$ cat config.mk
export PLATFORM = sky130hd
export DESIGN_NAME = kbr_ctrl
export DESIGN_NICKNAME = d
export VERILOG_FILES = /design/src/kbr_pkg.sv /design/src/kbr_ctrl.sv
export SDC_FILE = /design/constraint.sdc
export NUM_CORES = 1
export LEC_CHECK = 0
export ABC_AREA = 1
export BUFFER_PORTS_ARGS = -buffer_cell sky130_fd_sc_hd__clkbuf_2
export CAP_MARGIN = 20
export CORE_MARGIN = 2
export CORE_UTILIZATION = 35
export DETAILED_ROUTE_END_ITERATION = 8
export GPL_ROUTABILITY_DRIVEN = 0
export PLACE_DENSITY = 0.49
export SYNTH_ARGS = -nofsm -noshare
export SYNTH_HDL_FRONTEND = slang
export SYNTH_SLANG_ARGS = --single-unit
$ cat constraint.sdc
create_clock -name clk -period 6.1 [get_ports clk]
set_input_delay 0 -clock clk [delete_from_list [all_inputs] [get_ports clk]]
set_output_delay 0 -clock clk [all_outputs]
set_load 0.01 [all_outputs]
$ cat src/kbr_pkg.sv
// Constants, register map and types of the keypad interrupt and brownout reset control block.
package kbr_pkg;

	// Register byte addresses on the plain register port.
	localparam logic [7:0] ADDR_KEY_EN   = 8'ha1;
	localparam logic [7:0] ADDR_AUX      = 8'ha2;
	localparam logic [7:0] ADDR_UNLOCK   = 8'hc7;
	localparam logic [7:0] ADDR_KEY_LVL  = 8'hd0;
	localparam logic [7:0] ADDR_IRQ_STAT = 8'hd1;
	localparam logic [7:0] ADDR_IRQ_MASK = 8'hd2;

	// Field positions of the system aux control register.
	localparam int AUX_KEY_FLAG  = 7;
	localparam int AUX_BOD       = 6;
	localparam int AUX_BOI       = 5;
	localparam int AUX_LPS       = 4;
	localparam int AUX_SOFT_CHIP_RESET      = 3;
	localparam int AUX_LVL_HI    = 2;
	localparam int AUX_LVL_LO    = 1;
	localparam int AUX_STATE     = 0;

	// Interrupt status and mask bit positions.
	localparam int IRQ_KEY       = 0;
	localparam int IRQ_BROWN     = 1;

	// Reset values.
	localparam logic [7:0] KEY_EN_RST  = 8'h00;
	localparam logic [7:0] KEY_LVL_RST = 8'h00;
	localparam logic [1:0] IRQ_RST     = 2'h0;
	localparam logic [1:0] LVL_RST     = 2'h0;

	// Timed access unlock keys and open window.
	localparam logic [7:0] UNLOCK_KEY1   = 8'haa;
	localparam logic [7:0] UNLOCK_KEY2   = 8'h55;
	localparam logic [2:0] UNLOCK_WINDOW = 3'h4;

	// Chip reset request length in cycles.
	localparam logic [4:0] CHIP_RST_CYCLES = 5'h10;

	// Low-power sampling: one phase lasts SAMPLE_NS, sixteen phases per period.
	localparam int         CLK_PERIOD_NS = 10;
	localparam int         SAMPLE_NS     = 1000;
	localparam logic [7:0] SAMPLE_DIV    = 8'((SAMPLE_NS + CLK_PERIOD_NS - 1) / CLK_PERIOD_NS);
	localparam logic [3:0] SAMPLE_ON_PH  = 4'h0;

	// Threshold codes driven to the analogue comparator.
	localparam logic [1:0] THR_2V6 = 2'h0;
	localparam logic [1:0] THR_3V8 = 2'h1;
	localparam logic [1:0] THR_4V5 = 2'h2;

	// Timed access unlock sequence states.
	typedef enum logic [1:0] {
		UNL_IDLE,
		UNL_ARMED,
		UNL_OPEN
	} kbr_unlock_t;

	// Maps the brownout level field to the comparator threshold code.
	function automatic logic [1:0] kbr_thr_code(input logic [1:0] lvl);
		logic [1:0] code;
		code = THR_2V6;
		if (lvl == 2'h2) begin
			code = THR_3V8;
		end else if (lvl == 2'h3) begin
			code = THR_4V5;
		end
		return code;
	endfunction

	// Filter step: a bit follows once the second and third synchroniser stages agree.
	function automatic logic [7:0] kbr_agree(input logic [7:0] s2, input logic [7:0] s3,
		input logic [7:0] held);
		return (~(s2 ^ s3) & s2) | ((s2 ^ s3) & held);
	endfunction

endpackage

$ cat src/kbr_ctrl.sv
// Keypad interrupt, brownout control and protected soft chip reset.
//
// Our own choice: the address-and-strobe port.
`timescale 1ns/1ns
module kbr_ctrl
	import kbr_pkg::*;
(
	// Clock and reset.
	input  wire logic       clk,
	input  wire logic       rst,
	// Register port.
	input  wire logic [7:0] regAddr,
	input  wire logic [7:0] regWdata,
	input  wire logic       regWr,
	input  wire logic       regRd,
	output logic      [7:0] regRdata,
	// Pins and analogue comparator.
	input  wire logic [7:0] keypadPin,
	input  wire logic       brownoutBelow,
	// CPU state and configuration bits.
	input  wire logic       cpuPowerDown,
	input  wire logic       cfgBrownoutOffN,
	input  wire logic [1:0] cfgBrownoutLevelN,
	// Outputs to the chip.
	output logic            irq,
	output logic            chipResetReq,
	output logic            brownoutDetEnable,
	output logic            rcOscEnable,
	output logic      [1:0] brownoutThrSel
);

	// Registers.
	logic [7:0]  keyEn_q;
	logic [7:0]  keyLvl_q;
	logic        keyFlag_q;
	logic        bod_q;
	logic        boi_q;
	logic        lps_q;
	logic [1:0]  lvl_q;
	logic [1:0]  irqStat_q;
	logic [1:0]  irqMask_q;
	logic        cfgLoad_q;
	logic [7:0]  keySync1_q;
	logic [7:0]  keySync2_q;
	logic [7:0]  keySync3_q;
	logic [7:0]  keyPin_q;
	logic        brSync1_q;
	logic        brSync2_q;
	logic        brSync3_q;
	logic        brFilt_q;
	logic        brSeen_q;
	logic [7:0]  divCnt_q;
	logic [3:0]  phase_q;
	logic [4:0]  rstCnt_q;
	logic [2:0]  unlockCnt_q;
	kbr_unlock_t unlock_q;
	kbr_unlock_t unlock_d;
	logic [2:0]  unlockCnt_d;

	// Address decode and strobes.
	wire selKeyEn  = regAddr == ADDR_KEY_EN;
	wire selAux    = regAddr == ADDR_AUX;
	wire selUnlock = regAddr == ADDR_UNLOCK;
	wire selKeyLvl = regAddr == ADDR_KEY_LVL;
	wire selStat   = regAddr == ADDR_IRQ_STAT;
	wire selMask   = regAddr == ADDR_IRQ_MASK;
	wire wrAux     = regWr & selAux;
	wire wrUnlock  = regWr & selUnlock;
	wire wrStat    = regWr & selStat;

	// Keypad trigger: an enabled pin whose filtered level equals its trigger level.
	wire [7:0] keyMatch = keyEn_q & ~(keyPin_q ^ keyLvl_q);
	wire       keyHit   = |keyMatch;
	// Software clears the flag by writing 0 to bit 7; a hit in the same cycle wins.
	wire       keyClr   = wrAux & ~regWdata[AUX_KEY_FLAG];
	wire       keyFlag_d = keyHit | (keyFlag_q & ~keyClr);

	// Brownout detector power: on always, or one phase in sixteen in power-down with LPS set.
	wire phaseOn  = phase_q == SAMPLE_ON_PH;
	wire detOn    = ~bod_q & (~lps_q | ~cpuPowerDown | phaseOn);
	wire rcOn     = ~bod_q & lps_q & cpuPowerDown;
	wire divTick  = divCnt_q == SAMPLE_DIV - 8'h01;

	// A new brownout is a rising filtered comparator seen while powered.
	wire brRise   = brownoutDetEnable & brFilt_q & ~brSeen_q;
	wire brIrqEv  = brRise & boi_q;
	wire brRstEv  = brRise & ~boi_q;

	// Soft chip reset is only taken inside an open unlock window.
	wire srstTry    = wrAux & regWdata[AUX_SOFT_CHIP_RESET];
	wire srstAccept = srstTry & (unlock_q == UNL_OPEN);

	// Interrupt status: events set, write one clears, set wins.
	wire [1:0] irqEv     = {brIrqEv, keyHit};
	wire [1:0] irqClr    = wrStat ? regWdata[1:0] : 2'h0;
	wire [1:0] irqStat_d = irqEv | (irqStat_q & ~irqClr);

	// Read multiplexer; unmapped addresses read zero.
	wire [7:0] auxRead = {keyFlag_q, bod_q, boi_q, lps_q, 1'b0, lvl_q, brSeen_q};
	wire [7:0] rdMux   = selKeyEn  ? keyEn_q :
	                     selAux    ? auxRead :
	                     selUnlock ? {7'h00, unlock_q == UNL_OPEN} :
	                     selKeyLvl ? keyLvl_q :
	                     selStat   ? {6'h00, irqStat_q} :
	                     selMask   ? {6'h00, irqMask_q} : 8'h00;

	// Unlock sequence: key one, then key two, then a short window for one write.
	always_comb begin
		unlock_d    = unlock_q;
		unlockCnt_d = unlockCnt_q;
		case (unlock_q)
			UNL_IDLE: begin
				if (wrUnlock && regWdata == UNLOCK_KEY1) begin
					unlock_d = UNL_ARMED;
				end
			end
			UNL_ARMED: begin
				if (wrUnlock) begin
					if (regWdata == UNLOCK_KEY2) begin
						unlock_d    = UNL_OPEN;
						unlockCnt_d = UNLOCK_WINDOW;
					end else begin
						unlock_d = UNL_IDLE;
					end
				end
			end
			UNL_OPEN: begin
				unlockCnt_d = 3'(unlockCnt_q - 3'h1);
				if (wrAux || wrUnlock || unlockCnt_q == 3'h1) begin
					unlock_d = UNL_IDLE;
				end
			end
			default: begin
				unlock_d = UNL_IDLE;
			end
		endcase
	end

	// Synchronisers: three stages, the filter looks only at the second and third.
	always_ff @(posedge clk or posedge rst) begin
		if (rst) begin
			keySync1_q <= 8'h00;
			keySync2_q <= 8'h00;
			keySync3_q <= 8'h00;
			keyPin_q   <= 8'hff;
			brSync1_q  <= 1'b0;
			brSync2_q  <= 1'b0;
			brSync3_q  <= 1'b0;
			brFilt_q   <= 1'b0;
		end else begin
			keySync1_q <= keypadPin;
			keySync2_q <= keySync1_q;
			keySync3_q <= keySync2_q;
			keyPin_q   <= kbr_agree(keySync2_q, keySync3_q, keyPin_q);
			brSync1_q  <= brownoutBelow;
			brSync2_q  <= brSync1_q;
			brSync3_q  <= brSync2_q;
			brFilt_q   <= (brSync2_q == brSync3_q) ? brSync2_q : brFilt_q;
		end
	end

	// Plain software registers.
	always_ff @(posedge clk or posedge rst) begin
		if (rst) begin
			keyEn_q   <= KEY_EN_RST;
			keyLvl_q  <= KEY_LVL_RST;
			irqMask_q <= IRQ_RST;
			boi_q     <= 1'b0;
			lps_q     <= 1'b0;
		end else begin
			if (regWr && selKeyEn) begin
				keyEn_q <= regWdata;
			end
			if (regWr && selKeyLvl) begin
				keyLvl_q <= regWdata;
			end
			if (regWr && selMask) begin
				irqMask_q <= regWdata[1:0];
			end
			if (wrAux) begin
				boi_q <= regWdata[AUX_BOI];
				lps_q <= regWdata[AUX_LPS];
			end
		end
	end

	// Configuration-loaded fields; the straps are taken one edge after reset release,
	// since an asynchronous reset may only load constants.
	always_ff @(posedge clk or posedge rst) begin
		if (rst) begin
			cfgLoad_q <= 1'b1;
			bod_q     <= 1'b1;
			lvl_q     <= LVL_RST;
		end else begin
			cfgLoad_q <= 1'b0;
			if (cfgLoad_q) begin
				bod_q <= ~cfgBrownoutOffN;
				lvl_q <= ~cfgBrownoutLevelN;
			end else if (wrAux) begin
				bod_q <= regWdata[AUX_BOD];
				lvl_q <= regWdata[AUX_LVL_HI:AUX_LVL_LO];
			end
		end
	end

	// Flags, sampling divider, unlock state and brownout tracking.
	always_ff @(posedge clk or posedge rst) begin
		if (rst) begin
			keyFlag_q   <= 1'b0;
			irqStat_q   <= IRQ_RST;
			divCnt_q    <= 8'h00;
			phase_q     <= 4'h0;
			unlock_q    <= UNL_IDLE;
			unlockCnt_q <= 3'h0;
			brSeen_q    <= 1'b0;
		end else begin
			keyFlag_q   <= keyFlag_d;
			irqStat_q   <= irqStat_d;
			divCnt_q    <= divTick ? 8'h00 : 8'(divCnt_q + 8'h01);
			phase_q     <= divTick ? 4'(phase_q + 4'h1) : phase_q;
			unlock_q    <= unlock_d;
			unlockCnt_q <= unlockCnt_d;
			// The state bit holds its last sample while the detector is unpowered.
			brSeen_q    <= brownoutDetEnable ? brFilt_q : brSeen_q;
		end
	end

	// Outputs, each from its own flip-flop. The chip reset request is stretched so
	// that the reset tree sees it for a fixed time whatever caused it.
	always_ff @(posedge clk or posedge rst) begin
		if (rst) begin
			regRdata          <= 8'h00;
			irq               <= 1'b0;
			rstCnt_q          <= 5'h00;
			chipResetReq      <= 1'b0;
			brownoutDetEnable <= 1'b0;
			rcOscEnable       <= 1'b0;
			brownoutThrSel    <= THR_2V6;
		end else begin
			regRdata          <= regRd ? rdMux : 8'h00;
			irq               <= |(irqStat_d & irqMask_q);
			if (srstAccept || brRstEv) begin
				rstCnt_q     <= CHIP_RST_CYCLES;
				chipResetReq <= 1'b1;
			end else if (rstCnt_q != 5'h00) begin
				rstCnt_q     <= 5'(rstCnt_q - 5'h01);
				chipResetReq <= rstCnt_q != 5'h01;
			end
			brownoutDetEnable <= detOn;
			rcOscEnable       <= rcOn;
			brownoutThrSel    <= kbr_thr_code(lvl_q);
		end
	end

	// Checks next to the logic they guard.
	a_key_source: assert property (@(posedge clk) disable iff (rst)
		(keyEn_q == 8'h00 && !keyFlag_q && !keyClr) |=> !keyFlag_q)
		else $error("keypad flag set with no source enabled");

	a_key_flag_set: assert property (@(posedge clk) disable iff (rst)
		keyHit |=> keyFlag_q && irqStat_q[IRQ_KEY])
		else $error("keypad hit did not set the flag");

	a_key_flag_hold: assert property (@(posedge clk) disable iff (rst)
		(keyFlag_q && !keyClr) |=> keyFlag_q)
		else $error("keypad flag cleared without software");

	a_bod_off: assert property (@(posedge clk) disable iff (rst)
		bod_q |=> !brownoutDetEnable && !rcOscEnable)
		else $error("detector powered while disabled");

	a_cfg_load: assert property (@(posedge clk) disable iff (rst)
		$fell(cfgLoad_q) |-> (bod_q == !$past(cfgBrownoutOffN)))
		else $error("brownout disable not loaded from configuration");

	a_lvl_load: assert property (@(posedge clk) disable iff (rst)
		$fell(cfgLoad_q) |-> (lvl_q == ~$past(cfgBrownoutLevelN)))
		else $error("brownout level not loaded from configuration");

	a_brown_irq: assert property (@(posedge clk) disable iff (rst)
		brIrqEv |=> irqStat_q[IRQ_BROWN] && !chipResetReq)
		else $error("brownout in interrupt mode misbehaved");

	a_always_on: assert property (@(posedge clk) disable iff (rst)
		(!bod_q && !lps_q) |=> brownoutDetEnable)
		else $error("detector not continuously on");

	a_lp_duty: assert property (@(posedge clk) disable iff (rst)
		(!bod_q && lps_q && cpuPowerDown) |=> rcOscEnable && (brownoutDetEnable == $past(phaseOn)))
		else $error("low-power sampling duty wrong");

	a_soft_chip_reset_pulse: assert property (@(posedge clk) disable iff (rst)
		srstAccept |=> chipResetReq [*8])
		else $error("soft chip reset request too short");

	a_soft_chip_reset_locked: assert property (@(posedge clk) disable iff (rst)
		(srstTry && unlock_q != UNL_OPEN && !brRstEv && rstCnt_q == 5'h00) |=> !chipResetReq)
		else $error("soft chip reset taken without unlock");

	a_thr_code: assert property (@(posedge clk) disable iff (rst)
		(lvl_q == 2'h3) ##1 (lvl_q == 2'h3) |-> (brownoutThrSel == THR_4V5))
		else $error("threshold code does not follow level field");

	a_state_bit: assert property (@(posedge clk) disable iff (rst)
		(brownoutDetEnable && brFilt_q) |=> auxRead[AUX_STATE])
		else $error("brownout state bit missed a low supply");

	a_brown_reset: assert property (@(posedge clk) disable iff (rst)
		brRstEv |=> chipResetReq ##1 chipResetReq)
		else $error("brownout did not reset the chip");

endmodule

Word-level counts from Yosys, hierarchy flattened
Cells that the tools add are included.
{"block": "totals", "ff_bits": 100, "in_bits": 33, "wordCells": 136}
{"block": "op_classes", "addsub": 4, "n_eq_ne": 20, "mux": 27, "bitwise_logic": 38, "reduce_logical": 17}
{"op": "8-bit == test (second input constant)", "count": 7}
{"op": "8-bit 2-to-1 mux", "count": 6}
{"op": "8-bit AND", "count": 3}
{"op": "2-bit 2-to-1 mux", "count": 11}
{"op": "8-bit by 7-bit == test with 1-bit output (second input constant)", "count": 2}
{"op": "8-bit inverter", "count": 2}
{"op": "8-bit bitwise XOR", "count": 2}
{"op": "1-bit AND", "count": 14}
{"op": "5-bit 2-to-1 mux", "count": 2}
{"op": "8-bit by 1-bit adder with 8-bit output (second input constant)", "count": 1}
{"op": "1-bit inverter", "count": 8}
{"op": "8-bit OR", "count": 1}
{"op": "8-bit OR reduction", "count": 1}
{"op": "2-bit == test (second input constant)", "count": 3}
{"op": "3-bit 2-to-1 mux", "count": 2}
{"op": "2-bit inequality test (second input constant)", "count": 3}
{"op": "2-bit one-hot mux with 3 select lines", "count": 1}
{"op": "3-bit one-hot mux with 2 select lines", "count": 1}
{"op": "3-bit AND reduction", "count": 2}
{"op": "2-bit nonzero test", "count": 3}
{"op": "5-bit by 1-bit inequality test with 1-bit output (second input constant)", "count": 1}
{"op": "5-bit nonzero test", "count": 1}
{"op": "5-bit by 1-bit subtractor with 5-bit output (second input constant)", "count": 1}
{"op": "4-bit by 1-bit adder with 4-bit output (second input constant)", "count": 1}
{"op": "other kinds (15)", "count": 27}

Longest topological paths before layout
{"block": "logic_depth", "word_depth": 8, "mapped_depth": 10, "mapped_depth_nobuf": 10}

Least setup slack after synthesis
Ideal clock, no wire load.
{"block": "synth_path", "path_type": "register to register", "startpoint": "register divCnt_q[0]", "endpoint": "register phase_q[3]", "setup_ns": 0.079, "arrival_ns": 1.214, "path_slack_ns": 4.807, "path_stages_with_launch": 7, "synth_period_minus_slack_ns": 1.293, "path_cell_list": "dfrtp_1 -> ha_1 -> nand2_1 -> nor2_1 -> nand4_1 -> nor3_1 -> xor2_1"}
{"block": "synth_between", "elab_chain_cells": 1}
{"item": "from (decl)", "line_no": "kbr_ctrl.sv:52", "text": "logic [7:0] divCnt_q;"}
{"item": "from (signal assigned)", "line_no": "kbr_ctrl.sv:219", "text": "divCnt_q <= divTick ? 8'h00 : 8'(divCnt_q + 8'h01);"}
{"item": "8-bit by 7-bit == test with 1-bit output", "line_no": "kbr_ctrl.sv:82", "text": "wire divTick = divCnt_q == SAMPLE_DIV - 8'h01;"}
{"item": "to (signal assigned)", "line_no": "kbr_ctrl.sv:220", "text": "phase_q <= divTick ? 4'(phase_q + 4'h1) : phase_q;"}
{"item": "to (decl)", "line_no": "kbr_ctrl.sv:53", "text": "logic [3:0] phase_q;"}
No other way between the ends.
A chain may end at the register's enable or synchronous reset.

Worst setup path after layout
{"block": "layout_path", "startpoint": "register divCnt_q[0]", "endpoint": "register divCnt_q[5]"}
{"block": "layout_between", "elab_chain_cells": 2, "word_cells_on_any_way": 3, "classes_between": "add/sub: 1; eq/ne: 1; mux: 1"}
{"item": "8-bit by 1-bit adder with 8-bit output / 8-bit by 7-bit == test with 1-bit output (equally long branches)", "line_no": "kbr_ctrl.sv:219, kbr_ctrl.sv:82"}
{"item": "8-bit 2-to-1 mux (*)", "line_no": "kbr_ctrl.sv:219"}
Mark *: on every way between the ends. The rest lies on a longest branch, timed or not.

==> summary.txt <==
Outcome
  – Status: finished, final reports clean

Critical path
  – CP max stage cell: nor4_1
  – CP Max Fanout: 6
  – Worst path max stage delay: 0.45 ns
  – Kind of critical path: reg2reg
  – Setup crit end kind: flop
  – Critical-path cell list: ha_1 > nand3_1 > nor4_1 > nor3b_1
  – Critical Path Start Type: flop
  – CP Data Required Time: 6.30 ns
  – Crit path arrival time: 1.64 ns

Pwr
  – Pleak: 2.59 nW
  – P per Cell Area: 289 mW/mm^2
  – Comb pwr share: 0.151
  – Sw Share: 0.268
  – Peak VDD IR: 140 uV
  – Clock share of power: 0.334
  – Switching pwr: 0.403 mW
  – Sequential Power Share: 0.515
  – P_int: 1.10 mW

Layout
  – Commonest non-fill, non-tap cell in the layout: nand2_1
  – Fillers: 1208
  – Reg area: 0.00251 sq mm
  – Multi-input combinational cell area: 0.00151 sq mm
  – Layout cell share with drive strength beyond 1: 0.177
  – Most frequent cells in the layout: nand2_1 (92), dfrtp_1 (90), inv_1 (67)
  – Area grow syn2layout: 20.2%
  – Layout net count: 578
  – Final Cell Area: 0.00520 sq mm
  – Antenna cells: 0
  – Layout Cells excl Fill: 688

GRT
  – GRT overflow: 0
  – Initial antenna violation count: 0
  – Vias in the first global route: 3018
  – Largest net degree at the start of global routing: 67
  – GRT Overall Usage: 0.148
  – First-pass GRT wire length: 14.9 mm

CTS
  – Cts bufs inserted: 9
  – CTS max path bufs: 2
  – Root buf cell: clkbuf_16
  – CTS tree: done
  – Worst-path clk slew: 0.06 ns
  – Clock Latency Late Sink: 0.34 ns
  – Total clock sinks: 100
  – H-tree levels: 3

Floorplanning
  – Top Ports: 47
  – Std-Cell Rows: 40
  – Die width: 115 um
  – Die H: 115 um
  – Die area: 0.0133 sq mm
  – Core box area: 0.0120 sq mm
  – Starting Density: 0.360

Drt
  – DRT antenna net count: 0
  – DRT Wirelength: 8.74 mm
  – DR WL/cell: 12.7 um
  – Vias/cell: 4.58
  – TritonRoute pass-1 iters: 4
  – Remaining DRCs: 0
  – Initial drt markers: 161
  – Number of vias in the routed layout: 3149

STA
  – Crit share post-route: 0.236
  – Slack of the critical path: 4.66 ns
  – Worst rel slew slack: 0.459
  – Worst slew pin tran: 0.811 ns
  – Hold Vio Cnt, Final: 0
  – Layout Skew: 0.0109 ns
  – Final Max Slew Viols: 0
  – Setup TNS: 0 ns
  – Unrepaired setup endpoints after global routing: no
  – # setup viols final: 0
  – Post-route minimum period: 1.44 ns
  – Max frequency: 0.694 GHz

Placed design
  – Pre-CTS setup slack: 4.64 ns
  – Placed cell area: 0.00472 sq mm
  – # port buffers: 46
  – Placed cells: 651
  – Dpl hpwl: 6.29 mm

Job
  – Max-cap violations: 0

Logic synthesis
  – YS warnings: 0
  – Mean Syn Cell Area: 9.40 sq um
  – Post-Syn Area: 0.00432 sq mm
  – Syn Inst Count: 460
  – Syn_nets: 501
  – Top-area cell type share of the netlist area: 0.521
  – Cell taking the most area after synthesis: dfrtp_1
  – Register area share after synthesis: 0.582
  – Yosys cell types: 36
  – Top post-synthesis cells by area: dfrtp_1 (52%), nand2_1 (8.0%), dfstp_2 (6.1%)
  – Seq cells post-synth: 100

Worst hold path
  – HP Class: in2reg
-- final timing paths --
check / slack (ns) / from / endpoint / depth (start not counted)
worst max-delay path: 4.66 / divCnt_q[0] / divCnt_q[5] / 4
worst min-delay path: 0.04 / regWdata[7] / keyLvl_q[7] / 3
worst max register to register: 4.66 / divCnt_q[0] / divCnt_q[5] / 4
worst min register to register: 0.35 / keySync1_q[1] / keySync2_q[1] / 0
max in group asynchronous: 4.74 / rst / phase_q[2] / 4
min in group asynchronous: 0.21 / rst / keySync1_q[5] / 3
-- what timing repair did --
item | CTS | global route
gates resized for setup | 0 | 0
setup buffers | 0 | 0
hold endpoints to repair | 62 | 0
hold buffers | 22 | 0
-- sequential cells by signal, indices dropped and copies added, names as in the netlist, 3 cells and up, named ones only --
signal	cells
keyEn_q	8
phase_q	4
keySync1_q	8
divCnt_q	8
unlockCnt_q	3
keyLvl_q	8
keySync2_q	8
regRdata	8
rstCnt_q	5
keySync3_q	8
-- synth_stat cells --
master     n
a21oi_1    8
a21oi_2    2
buf_2      1
buf_4      1
buf_6      1
conb_1     1
dfrtp_1   90
dfstp_2   10
ha_1       8
inv_1     68
inv_2      5
maj3_1     9
mux2i_1    1
nand2_1   92
nand2_2    2
nand2_4    1
nand3_1   20
nand3_2    1
nand4_1    9
nand4_2    1
nor2_1    52
nor2_2     2
nor2_4     2
nor2_8     1
nor3_1     4
nor3_4     1
nor3b_1    1
nor4_1     1
o211ai_1   1
o21a_1     2
o21ai_0   32
o21ai_1   11
o21ai_2    7
or2_2      1
xnor2_1    2
xor2_1     9
-- metrics by stage --
stage	power (mW)	hold WS, ns	util
final	1.50	0.0368	0.433
after global routing	1.60	0.0494	0.433
after CTS	1.53	0.0253	0.433
after detailed placement	1.01	0.0334	0.393
after global placement	0.999	0.0299	0.393
after floorplan	0.938	0.0314	-
-- power groups by stage --
stage                     registers (mW)  clock network (mW)  logic, mW
after floorplan                    0.777                   0      0.161
after global placement             0.784                   0      0.215
after detailed placement           0.784                   0      0.222
after CTS                          0.774               0.523      0.233
after global routing               0.782               0.554      0.266
final                              0.773               0.502      0.227
-- per-layer routing --
layer	track usage	part of all wire
met5	0	0
met4	0.0699	0.024
met3	0.0316	0.036
met2	0.226	0.45
met1	0.202	0.49
-- logic make-up after synthesis --
family	Yosys count	share of synthesized area
xor+xnor	11	0.0223
buf+inv	76	0.0689
flops	100	0.582
simple gates	191	0.198
fa+ha+maj	17	0.0440
other cells	1	0.000867
compound gates	63	0.0825
mux	1	0.00231
-- worst max-delay path: cells and delay by family (launching register included) --
| family | cells | cell delay, ns |
|---|---|---|
| adder cells (fa/ha/maj) | 1 | 0.27 |
| flip-flops | 1 | 0.37 |
| AND/OR/NAND/NOR | 3 | 0.66 |
-- area by class of cell --
class / instances / share of cell area
sequential: 100 / 0.484
multi-input combinational: 284 / 0.291
timing repair buffer: 69 / 0.0881
inverter: 73 / 0.0532
clock buffer: 12 / 0.0455
tap: 147 / 0.0354
clock inverter: 3 / 0.00337
Power figures use the tool's default switching activity.
